$ cat src/design/osc_mode_consts.vh
// Constants for the oscillator mode selection block.
// Assumes inclusion by bare name from design files; definitions only.
`ifndef OSC_MODE_CONSTS_VH
`define OSC_MODE_CONSTS_VH

// ==========================================================
// Mode field
`define OSC_MODE_WIDTH        4
`define OSC_MODE_COUNT        10
`define OSC_CODE_PLL_CRYSTAL  4'h6
// Default codes of the other nine modes (decoder parameters)
`define OSC_CODE_LOW_POWER    4'h0
`define OSC_CODE_MID_CRYSTAL  4'h1
`define OSC_CODE_HIGH_SPEED   4'h2
`define OSC_CODE_EXT_OUT      4'h4
`define OSC_CODE_EXT_GPIO     4'h5
`define OSC_CODE_RC_OUT       4'h3
`define OSC_CODE_RC_GPIO      4'h7
`define OSC_CODE_INT_GPIO     4'h8
`define OSC_CODE_INT_OUT      4'h9
// Reset value of the mode field register
`define OSC_MODE_RESET        4'h0

// ==========================================================
// Clock figures
`define PLL_FACTOR            4
`define CLKOUT_DIVIDE         4
`define PLL_MAX_OUT_MHZ       40
`define PLL_MAX_IN_MHZ        10
// Oscillator start-up delay in cycles for crystal and RC sources
`define OSC_START_CYCLES      16'h0400

// ==========================================================
// Register map (AXI4-Lite byte offsets)
`define REG_MODE_OFFSET       4'h0
`define REG_STATUS_OFFSET     4'h4
`define REG_PORT_A_REGISTER_OFFSET      4'h8
// Status register field positions
`define STAT_READY_BIT        0
`define STAT_PLL_BIT          1
`define STAT_OUT6_BIT         2
`define STAT_GPIO6_BIT        3
`define STAT_GPIO7_BIT        4
`define STAT_MODE_LSB         8
`define STAT_VALID_BIT        12

`endif

$ cat src/design/osc_mode_decoder.v
// Decoder from the four-bit mode field to pin and clock roles.
// Assumes a registered mode field from the same clock domain.
`timescale 1ns/1ps
`include "osc_mode_consts.vh"
module osc_mode_decoder #(
  parameter [3:0] CODE_LOW_POWER = `OSC_CODE_LOW_POWER,
  parameter [3:0] CODE_MID       = `OSC_CODE_MID_CRYSTAL,
  parameter [3:0] CODE_HIGH      = `OSC_CODE_HIGH_SPEED,
  parameter [3:0] CODE_EXT_OUT   = `OSC_CODE_EXT_OUT,
  parameter [3:0] CODE_EXT_GPIO  = `OSC_CODE_EXT_GPIO,
  parameter [3:0] CODE_RC_OUT    = `OSC_CODE_RC_OUT,
  parameter [3:0] CODE_RC_GPIO   = `OSC_CODE_RC_GPIO,
  parameter [3:0] CODE_INT_OUT   = `OSC_CODE_INT_OUT,
  parameter [3:0] CODE_INT_GPIO  = `OSC_CODE_INT_GPIO
) (
  // Mode field
  input  wire [3:0] modeBits,
  // Decoded roles
  output reg  [2:0] sourceSel,
  output reg        pllEnable,
  output reg        line6ClockOut,
  output reg        line6Gpio,
  output reg        line7Gpio,
  output reg        needStartup,
  output reg        modeValid
);

  // Source selections: 0 crystal, 1 external, 2 RC, 3 internal
  localparam [2:0] SRC_CRYSTAL  = 3'h0;
  localparam [2:0] SRC_EXTERNAL = 3'h1;
  localparam [2:0] SRC_RC       = 3'h2;
  localparam [2:0] SRC_INTERNAL = 3'h3;

  // Role table, one branch per mode, one shared by the three non-PLL crystal modes
  always @* begin
    sourceSel     = SRC_CRYSTAL;
    pllEnable     = 1'b0;
    line6ClockOut = 1'b0;
    line6Gpio     = 1'b0;
    line7Gpio     = 1'b0;
    needStartup   = 1'b1;
    modeValid     = 1'b1;
    if (modeBits == `OSC_CODE_PLL_CRYSTAL) begin
      pllEnable = 1'b1;
    end else if (modeBits == CODE_LOW_POWER || modeBits == CODE_MID ||
                 modeBits == CODE_HIGH) begin
      sourceSel = SRC_CRYSTAL;
    end else if (modeBits == CODE_EXT_OUT) begin
      sourceSel     = SRC_EXTERNAL;
      line6ClockOut = 1'b1;
      needStartup   = 1'b0;
    end else if (modeBits == CODE_EXT_GPIO) begin
      sourceSel   = SRC_EXTERNAL;
      line6Gpio   = 1'b1;
      needStartup = 1'b0;
    end else if (modeBits == CODE_RC_OUT) begin
      sourceSel     = SRC_RC;
      line6ClockOut = 1'b1;
    end else if (modeBits == CODE_RC_GPIO) begin
      sourceSel = SRC_RC;
      line6Gpio = 1'b1;
    end else if (modeBits == CODE_INT_OUT) begin
      sourceSel     = SRC_INTERNAL;
      line6ClockOut = 1'b1;
      line7Gpio     = 1'b1;
      needStartup   = 1'b0;
    end else if (modeBits == CODE_INT_GPIO) begin
      sourceSel   = SRC_INTERNAL;
      line6Gpio   = 1'b1;
      line7Gpio   = 1'b1;
      needStartup = 1'b0;
    end else begin
      modeValid = 1'b0;                               // Unused codes fall back to crystal
    end
  end

endmodule

$ cat src/design/osc_pin_sync.v
// Two-flip-flop synchroniser for pins entering the clk domain.
// Assumes the input is asynchronous; no logic reads the first stage.
`timescale 1ns/1ps
module osc_pin_sync #(
  parameter WIDTH = 1
) (
  // Clock and reset
  input  wire             clk,
  input  wire             sys_rst,
  // Data
  input  wire [WIDTH-1:0] pinIn,
  output reg  [WIDTH-1:0] pinSync
);

  reg [WIDTH-1:0] stageOne;

  // Two stages, reset to zero
  always @(posedge clk) begin
    if (sys_rst) begin
      stageOne <= {WIDTH{1'b0}};
      pinSync  <= {WIDTH{1'b0}};
    end else begin
      stageOne <= pinIn;
      pinSync  <= stageOne;
    end
  end

endmodule

$ cat src/design/oscillator_mode_select.v
// Oscillator mode selection: source choice, PLL gate, pin roles, start-up.
// Assumes clk is the system clock; pins pass two flip-flops on entry;
// software reaches the registers over AXI4-Lite.
//
// The implementer's own choices: the address map and the AXI4-Lite interface to the registers.
`timescale 1ns/1ps
`include "osc_mode_consts.vh"

// Functional notes
// - Ten oscillator modes chosen by the four-bit mode field.
// - Crystal modes keep both oscillator pins for the crystal, no GPIO.
// - High-speed crystal mode also accepts an external clock on input pin.
// - Internal mode one drives clock/4 on line 6; line 7 is GPIO.
// - Internal mode two frees lines 6 and 7 as GPIO.
// - External clock mode outputs input clock divided by four on output pin.
// - External clock GPIO mode makes output pin GPIO on port A bit 6.
// - External clock modes skip the start-up delay at reset and wake; the mode field resets to 0000 (crystal), so reset always starts the delay.
// - RC mode outputs oscillator frequency divided by four on output pin.
// - RC GPIO mode runs RC but makes output pin GPIO line 6.
// - PLL mode multiplies high-speed oscillator by four, at most 40 MHz.
// - PLL enabled only when the mode field holds 0110.
module oscillator_mode_select #(
  parameter [15:0] START_CYCLES = `OSC_START_CYCLES
) (
  // Clock and reset
  input  wire        clk,
  input  wire        sys_rst,
  // Wake from sleep request
  input  wire        wakeReq,
  // Oscillator input pin (external clock level, sampled)
  input  wire        oscInPin,
  // Port A line 6 (oscillator output pin) and line 7
  input  wire        line6In,
  output reg         line6Out,
  output reg         line6Oe,
  input  wire        line7In,
  output reg         line7Out,
  output reg         line7Oe,
  // Clock control outputs
  output reg         pllOn,
  output reg  [2:0]  clockSource,
  output reg         clockReady,
  // AXI4-Lite write address
  input  wire [3:0]  s_axi_awaddr,
  input  wire        s_axi_awvalid,
  output reg         s_axi_awready,
  // AXI4-Lite write data
  input  wire [31:0] s_axi_wdata,
  input  wire [3:0]  s_axi_wstrb,
  input  wire        s_axi_wvalid,
  output reg         s_axi_wready,
  // AXI4-Lite write response
  output reg  [1:0]  s_axi_bresp,
  output reg         s_axi_bvalid,
  input  wire        s_axi_bready,
  // AXI4-Lite read address
  input  wire [3:0]  s_axi_araddr,
  input  wire        s_axi_arvalid,
  output reg         s_axi_arready,
  // AXI4-Lite read data
  output reg  [31:0] s_axi_rdata,
  output reg  [1:0]  s_axi_rresp,
  output reg         s_axi_rvalid,
  input  wire        s_axi_rready
);

  // ==========================================================
  // Start-up states
  localparam [1:0] ST_WAIT = 2'h0;
  localparam [1:0] ST_RUN  = 2'h1;
  localparam [1:0] RESP_OKAY   = 2'h0;
  localparam [1:0] RESP_SLVERR = 2'h2;

  reg  [3:0]  modeBits;
  reg  [1:0]  portAOut;
  reg  [1:0]  portADir;
  reg  [1:0]  startState;
  reg  [15:0] startCount;
  reg  [1:0]  divCount;
  reg         divClock;
  reg         oscPrev;
  reg         haveAw;
  reg         haveW;
  reg  [3:0]  awAddr;
  reg  [31:0] wData;
  reg  [3:0]  wStrb;
  reg  [31:0] next_rdata;
  reg  [1:0]  next_rresp;
  wire [2:0]  source;
  wire        pllWanted;
  wire        line6Clk;
  wire        line6Gpio;
  wire        line7Gpio;
  wire        needStart;
  wire        modeValid;
  wire [2:0]  pinSync;
  wire        oscSync;
  wire        line6Sync;
  wire        line7Sync;
  wire        oscRise;

  // ==========================================================
  // Pin synchronisers
  osc_pin_sync #(
    .WIDTH (3)
  ) u_sync (
    .clk     (clk),
    .sys_rst (sys_rst),
    .pinIn   ({oscInPin, line7In, line6In}),
    .pinSync (pinSync)
  );

  assign oscSync   = pinSync[2];
  assign line7Sync = pinSync[1];
  assign line6Sync = pinSync[0];

  // Mode field decoder
  osc_mode_decoder u_dec (
    .modeBits      (modeBits),
    .sourceSel     (source),
    .pllEnable     (pllWanted),
    .line6ClockOut (line6Clk),
    .line6Gpio     (line6Gpio),
    .line7Gpio     (line7Gpio),
    .needStartup   (needStart),
    .modeValid     (modeValid)
  );

  // ==========================================================
  // Start-up delay: crystal and RC wait, external and internal do not
  always @(posedge clk) begin
    if (sys_rst) begin
      startState <= ST_WAIT;
      startCount <= 16'h0000;
      clockReady <= 1'b0;
    end else begin
      case (startState)
        ST_WAIT: begin
          if (!needStart || startCount >= START_CYCLES - 16'h0001) begin
            startState <= ST_RUN;
            clockReady <= 1'b1;
            startCount <= 16'h0000;
          end else begin
            startCount <= startCount + 16'h0001;
          end
        end
        ST_RUN: begin
          if (wakeReq && needStart) begin
            startState <= ST_WAIT;                    // Wake restarts the delay
            clockReady <= 1'b0;
          end
        end
        default: begin
          startState <= ST_WAIT;
          clockReady <= 1'b0;
        end
      endcase
    end
  end

  // ==========================================================
  // Clock/4 source: external modes count input edges, others count clk
  assign oscRise = oscSync && !oscPrev;

  always @(posedge clk) begin
    if (sys_rst) begin
      oscPrev  <= 1'b0;
      divCount <= 2'h0;
      divClock <= 1'b0;
    end else begin
      oscPrev <= oscSync;
      if (source != 3'h1 || oscRise) begin
        divCount <= divCount + 2'h1;
        if (divCount == 2'h1 || divCount == 2'h3) begin
          divClock <= ~divClock;
        end
      end
    end
  end

  // ==========================================================
  // Pin roles and clock control outputs
  always @(posedge clk) begin
    if (sys_rst) begin
      line6Out    <= 1'b0;
      line6Oe     <= 1'b0;
      line7Out    <= 1'b0;
      line7Oe     <= 1'b0;
      pllOn       <= 1'b0;
      clockSource <= 3'h0;
    end else begin
      pllOn       <= pllWanted;
      clockSource <= source;
      if (line6Clk) begin
        line6Out <= divClock;
        line6Oe  <= 1'b1;
      end else if (line6Gpio) begin
        line6Out <= portAOut[0];
        line6Oe  <= portADir[0];
      end else begin
        line6Out <= 1'b0;
        line6Oe  <= 1'b0;
      end
      line7Out <= line7Gpio & portAOut[1];
      line7Oe  <= line7Gpio & portADir[1];
    end
  end

  // ==========================================================
  // AXI4-Lite write path: address and data taken in either order
  always @(posedge clk) begin
    if (sys_rst) begin
      s_axi_awready <= 1'b0;
      s_axi_wready  <= 1'b0;
      s_axi_bvalid  <= 1'b0;
      s_axi_bresp   <= RESP_OKAY;
      haveAw        <= 1'b0;
      haveW         <= 1'b0;
      awAddr        <= 4'h0;
      wData         <= 32'h0000_0000;
      wStrb         <= 4'h0;
      modeBits      <= `OSC_MODE_RESET;
      portAOut      <= 2'h0;
      portADir      <= 2'h0;
    end else begin
      s_axi_awready <= 1'b0;
      s_axi_wready  <= 1'b0;
      if (s_axi_awvalid && !haveAw && !s_axi_awready && !s_axi_bvalid) begin
        s_axi_awready <= 1'b1;
        haveAw        <= 1'b1;
        awAddr        <= s_axi_awaddr;
      end
      if (s_axi_wvalid && !haveW && !s_axi_wready && !s_axi_bvalid) begin
        s_axi_wready <= 1'b1;
        haveW        <= 1'b1;
        wData        <= s_axi_wdata;
        wStrb        <= s_axi_wstrb;
      end
      if (haveAw && haveW && !s_axi_bvalid) begin
        haveAw       <= 1'b0;
        haveW        <= 1'b0;
        s_axi_bvalid <= 1'b1;
        s_axi_bresp  <= RESP_OKAY;
        if (awAddr == `REG_MODE_OFFSET) begin
          if (wStrb[0]) modeBits <= wData[3:0];
        end else if (awAddr == `REG_PORT_A_REGISTER_OFFSET) begin
          if (wStrb[0]) begin
            portAOut <= wData[7:6];
          end
          if (wStrb[1]) begin
            portADir <= wData[15:14];
          end
        end else begin
          s_axi_bresp <= RESP_SLVERR;                 // Status is read-only; unmapped offsets answer SLVERR too
        end
      end else if (s_axi_bvalid && s_axi_bready) begin
        s_axi_bvalid <= 1'b0;
      end
    end
  end

  // Read data mux
  always @* begin
    next_rdata = 32'h0000_0000;
    next_rresp = RESP_OKAY;
    case (s_axi_araddr)
      `REG_MODE_OFFSET: next_rdata[3:0] = modeBits;
      `REG_STATUS_OFFSET: begin
        next_rdata[`STAT_READY_BIT] = clockReady;
        next_rdata[`STAT_PLL_BIT]   = pllOn;
        next_rdata[`STAT_OUT6_BIT]  = line6Clk;
        next_rdata[`STAT_GPIO6_BIT] = line6Gpio;
        next_rdata[`STAT_GPIO7_BIT] = line7Gpio;
        next_rdata[`STAT_MODE_LSB+2:`STAT_MODE_LSB] = source;
        next_rdata[`STAT_VALID_BIT] = modeValid;
      end
      `REG_PORT_A_REGISTER_OFFSET: begin
        next_rdata[6]     = line6Sync;
        next_rdata[7]     = line7Sync;
        next_rdata[15:14] = portADir;
      end
      default: next_rresp = RESP_SLVERR;
    endcase
  end

  // AXI4-Lite read path
  always @(posedge clk) begin
    if (sys_rst) begin
      s_axi_arready <= 1'b0;
      s_axi_rvalid  <= 1'b0;
      s_axi_rdata   <= 32'h0000_0000;
      s_axi_rresp   <= RESP_OKAY;
    end else begin
      s_axi_arready <= 1'b0;
      if (s_axi_arvalid && !s_axi_arready && !s_axi_rvalid) begin
        s_axi_arready <= 1'b1;
        s_axi_rvalid  <= 1'b1;
        s_axi_rdata   <= next_rdata;
        s_axi_rresp   <= next_rresp;
      end else if (s_axi_rvalid && s_axi_rready) begin
        s_axi_rvalid <= 1'b0;
      end
    end
  end

endmodule

$ cat config.mk
export PLATFORM = sky130hd
export DESIGN_NAME = oscillator_mode_select
export DESIGN_NICKNAME = d
export VERILOG_FILES = /design/src/design/osc_mode_decoder.v /design/src/design/osc_pin_sync.v /design/src/design/oscillator_mode_select.v
export VERILOG_INCLUDE_DIRS = /design/src /design/src/design
export SDC_FILE = /design/constraint.sdc
export NUM_CORES = 1
export LEC_CHECK = 0
export BUFFER_PORTS_ARGS = -buffer_cell sky130_fd_sc_hd__buf_2
export CAP_MARGIN = 20
export CORE_ASPECT_RATIO = 0.75
export CORE_MARGIN = 3
export CORE_UTILIZATION = 40
export CTS_CLUSTER_SIZE = 12
export DETAILED_ROUTE_END_ITERATION = 16
export PLACE_DENSITY = 0.63
export REMOVE_ABC_BUFFERS = 1
export SYNTH_ARGS = -nofsm -noshare
export SYNTH_HDL_FRONTEND = slang
export SYNTH_SLANG_ARGS = --single-unit
$ cat constraint.sdc
create_clock -name clk -period 3.3 [get_ports clk]
set_input_delay 0.66 -clock clk [delete_from_list [all_inputs] [get_ports clk]]
set_output_delay 0.66 -clock clk [all_outputs]
set_load 0.005 [all_outputs]
==> reports/metrics.cfg <==
[outcome]
outcome=finished, final reports clean

[floorplanning]
ioPinCount=105
rows=27
start_util=0.4255
die_w_um=109.8
dieHeight_um=83.88
die-area_mm2=0.009212
core_area_mm2=0.007601

[placement]
gp_congestion=0.7803
post_dp_cell_area_mm2=0.003515
dp.final_hpwl_mm=4.774
post-place-ws_ns=1.195
portBuffers=55
dpl.cell_count=490

[worst_setup_path]
rrSetupSlack_ns=1.34
critPathCaptureType=flip-flop
timing.rr.start=startCount[6]
worstSetupStartpoint=startCount[6]
crit_fanout=6
cp-start-kind=flip-flop
ff2ff_path_depth=4
crit_type=flip-flop to flip-flop
reg2reg_to=startCount[15]
required_ns=3.55
crit_end=startCount[15]
cp.arrival_ns=2.21

[clocking]
path_clk_slew_ns=0.08
cts_max_level=3
clock_sinks=77
cts_hold_buf=0
postCtsSetupBuffers=0
cts_resized=0
cts-buffers-inserted=9
cts_root_buf=clkbuf_8
cts_tree=done
clk_latency_ns=0.35
max-clock-path-buffers=2

[min_path]
hp-class=flip-flop to flip-flop
holdPathStages=1

[cells_and_area]
diodes=0
fin_util=0.4922
nFillCells=750
layout-drive-gt1-share=0.2198
design_area_mm2=0.003741
nNetsFinal=458
fin_cells=506
syn2layout_area_growth_pct=15.67

[sta]
rsz0062_at_grt=false
skew_ns=0.009772
slew_viol_final=0
finalWorstSetupSlack_ns=1.340
setup-tns-final_ns=0
worst_pin_slew_ns=0.9280
hold_ws_ns=0.4427
period_minus_slack_ns=1.960
slew_headroom=0.3797
final_hold_viol_count=0
fmax_mhz=510.2
setup_violations=0
fin_crit_sh=0.5939

[routing]
firstDrtPassIters=4
routedWlPerCell_um=13.43
vias=2502
drc=0
ant_nets=0
dr.first_iter.drc_count=142
vias_per_cell=4.945
wl_mm=6.798

[logic_synthesis]
synth_area_leaders=dfxtp_1 48%, buf_4 5.3%, nor2_1 4.4%
ys_top_cells_by_count=77 x dfxtp_1, 38 x nor2_1, 27 x nand2_1
ys_ff_latch=77
synth_edf_count=0
ys_warn_count=0
syn-mean-instance-area_um2=9.241
synth_top_area_share=0.4766
synthesis.area_mm2=0.003234
yosys.cell_types.count=52
synthArstFlopShare=0
ys.flop_type=dfxtp_1
synth_most_common_cell=dfxtp_1
yosys.area.top_type=dfxtp_1
synth_cells=350
yosysSeqAreaShare=0.4766

[power]
p_total_mw=1.919
worst_ir_drop_vdd_mv=0.2252
p_leak_nw=1.565
power_density_mw_per_mm2=512.8

[run]
cap_viol_max_count=0

[global_routing]
antenna_found_initial=0
grt_pass1_wl_mm=11.29
grt_overflow=0
grt_max_degree=33
first_global_vias=2370
grt_use_total=0.1530

-- layer usage --
| layer | wire, µm | track usage | vias up |
|---|---|---|---|
| met4 | 77 | 0.04757 | 0 |
| met2 | 2978 | 0.2285 | 62 |
| li1 | - | - | 1279 |
| met1 | 3407 | 0.2103 | 1153 |
| met5 | 0 | 0 | - |
| met3 | 335 | 0.04640 | 8 |
-- registers in the layout, summed over array words and instances, names as in the netlist, 2 cells and up --
| name | flops |
|---|---|
| u_sync.pinSync | 3 |
| clockSource | 2 |
| startCount | 16 |
| modeBits | 4 |
| s_axi_rdata | 12 |
| wStrb | 2 |
| portADir | 2 |
| wData | 8 |
| portAOut | 2 |
| divCount | 2 |
| u_sync.stageOne | 3 |
| awAddr | 4 |
-- critical path, cell delays in order, from the launching register on --
cell      delay (ns)
dfxtp_1         0.44
nand4_2         0.18
or4_4           0.53
or4_1           0.47
a211oi_1        0.24
-- final cells by class --
type	instances	area, µm²	share of cell area
clock buffers	13	158.9	0.04247
clock inverters	3	67.56	0.01806
inverters	4	15.01	0.004013
multi-input cells	248	1519	0.4060
flip-flops and latches	77	1541	0.4120
well taps	101	126.4	0.03378
repair buffers	60	312.8	0.08361
-- how the worst min path moves through the flow --
stage,start,to,slack (ns)
finish,u_sync.stageOne[1],u_sync.pinSync[1],0.44
global route,u_sync.stageOne[1],u_sync.pinSync[1],0.47
CTS,u_sync.stageOne[1],u_sync.pinSync[1],0.44
detailed placement,u_sync.stageOne[1],u_sync.pinSync[1],0.43
global placement,u_sync.stageOne[1],u_sync.pinSync[1],0.42
floorplan,u_sync.stageOne[0],u_sync.pinSync[0],0.41
-- cell usage in the layout (no fill, tap or decap), types with 4 or more instances in the layout --
cell      netlist  final
nor3_1         21     21
buf_2           0     55
nand2b_1        6      6
nand3_1         5      5
nor2_1         38     38
a22oi_1         8      8
dfxtp_1        77     77
inv_1           4      4
nand4_1         4      4
buf_4          23      5
nor2b_1        11     11
xnor2_1         9      9
clkbuf_8        0     11
xor2_1          5      5
a21oi_1        17     17
conb_1          1     23
nand2_1        27     27
mux2i_1        14     14
a211oi_1        5      5
-- cells by family after synthesis --
kind of cell    share of synthesized area
xor+xnor                          0.03791
compound gates                     0.1075
fa+ha+maj                         0.01161
flops                              0.4766
simple gates                       0.2337
mux                               0.05029
other cells                      0.001159
buf+inv                           0.08124
-- where the power goes --
| part | internal, mW | switching (mW) |
|---|---|---|
| combinational | 0.0572 | 0.0817 |
| clock | 0.468 | 0.323 |
| sequential | 0.963 | 0.0251 |
| total | 1.49 | 0.430 |
Note: power is estimated with default switching activity, not from simulation.
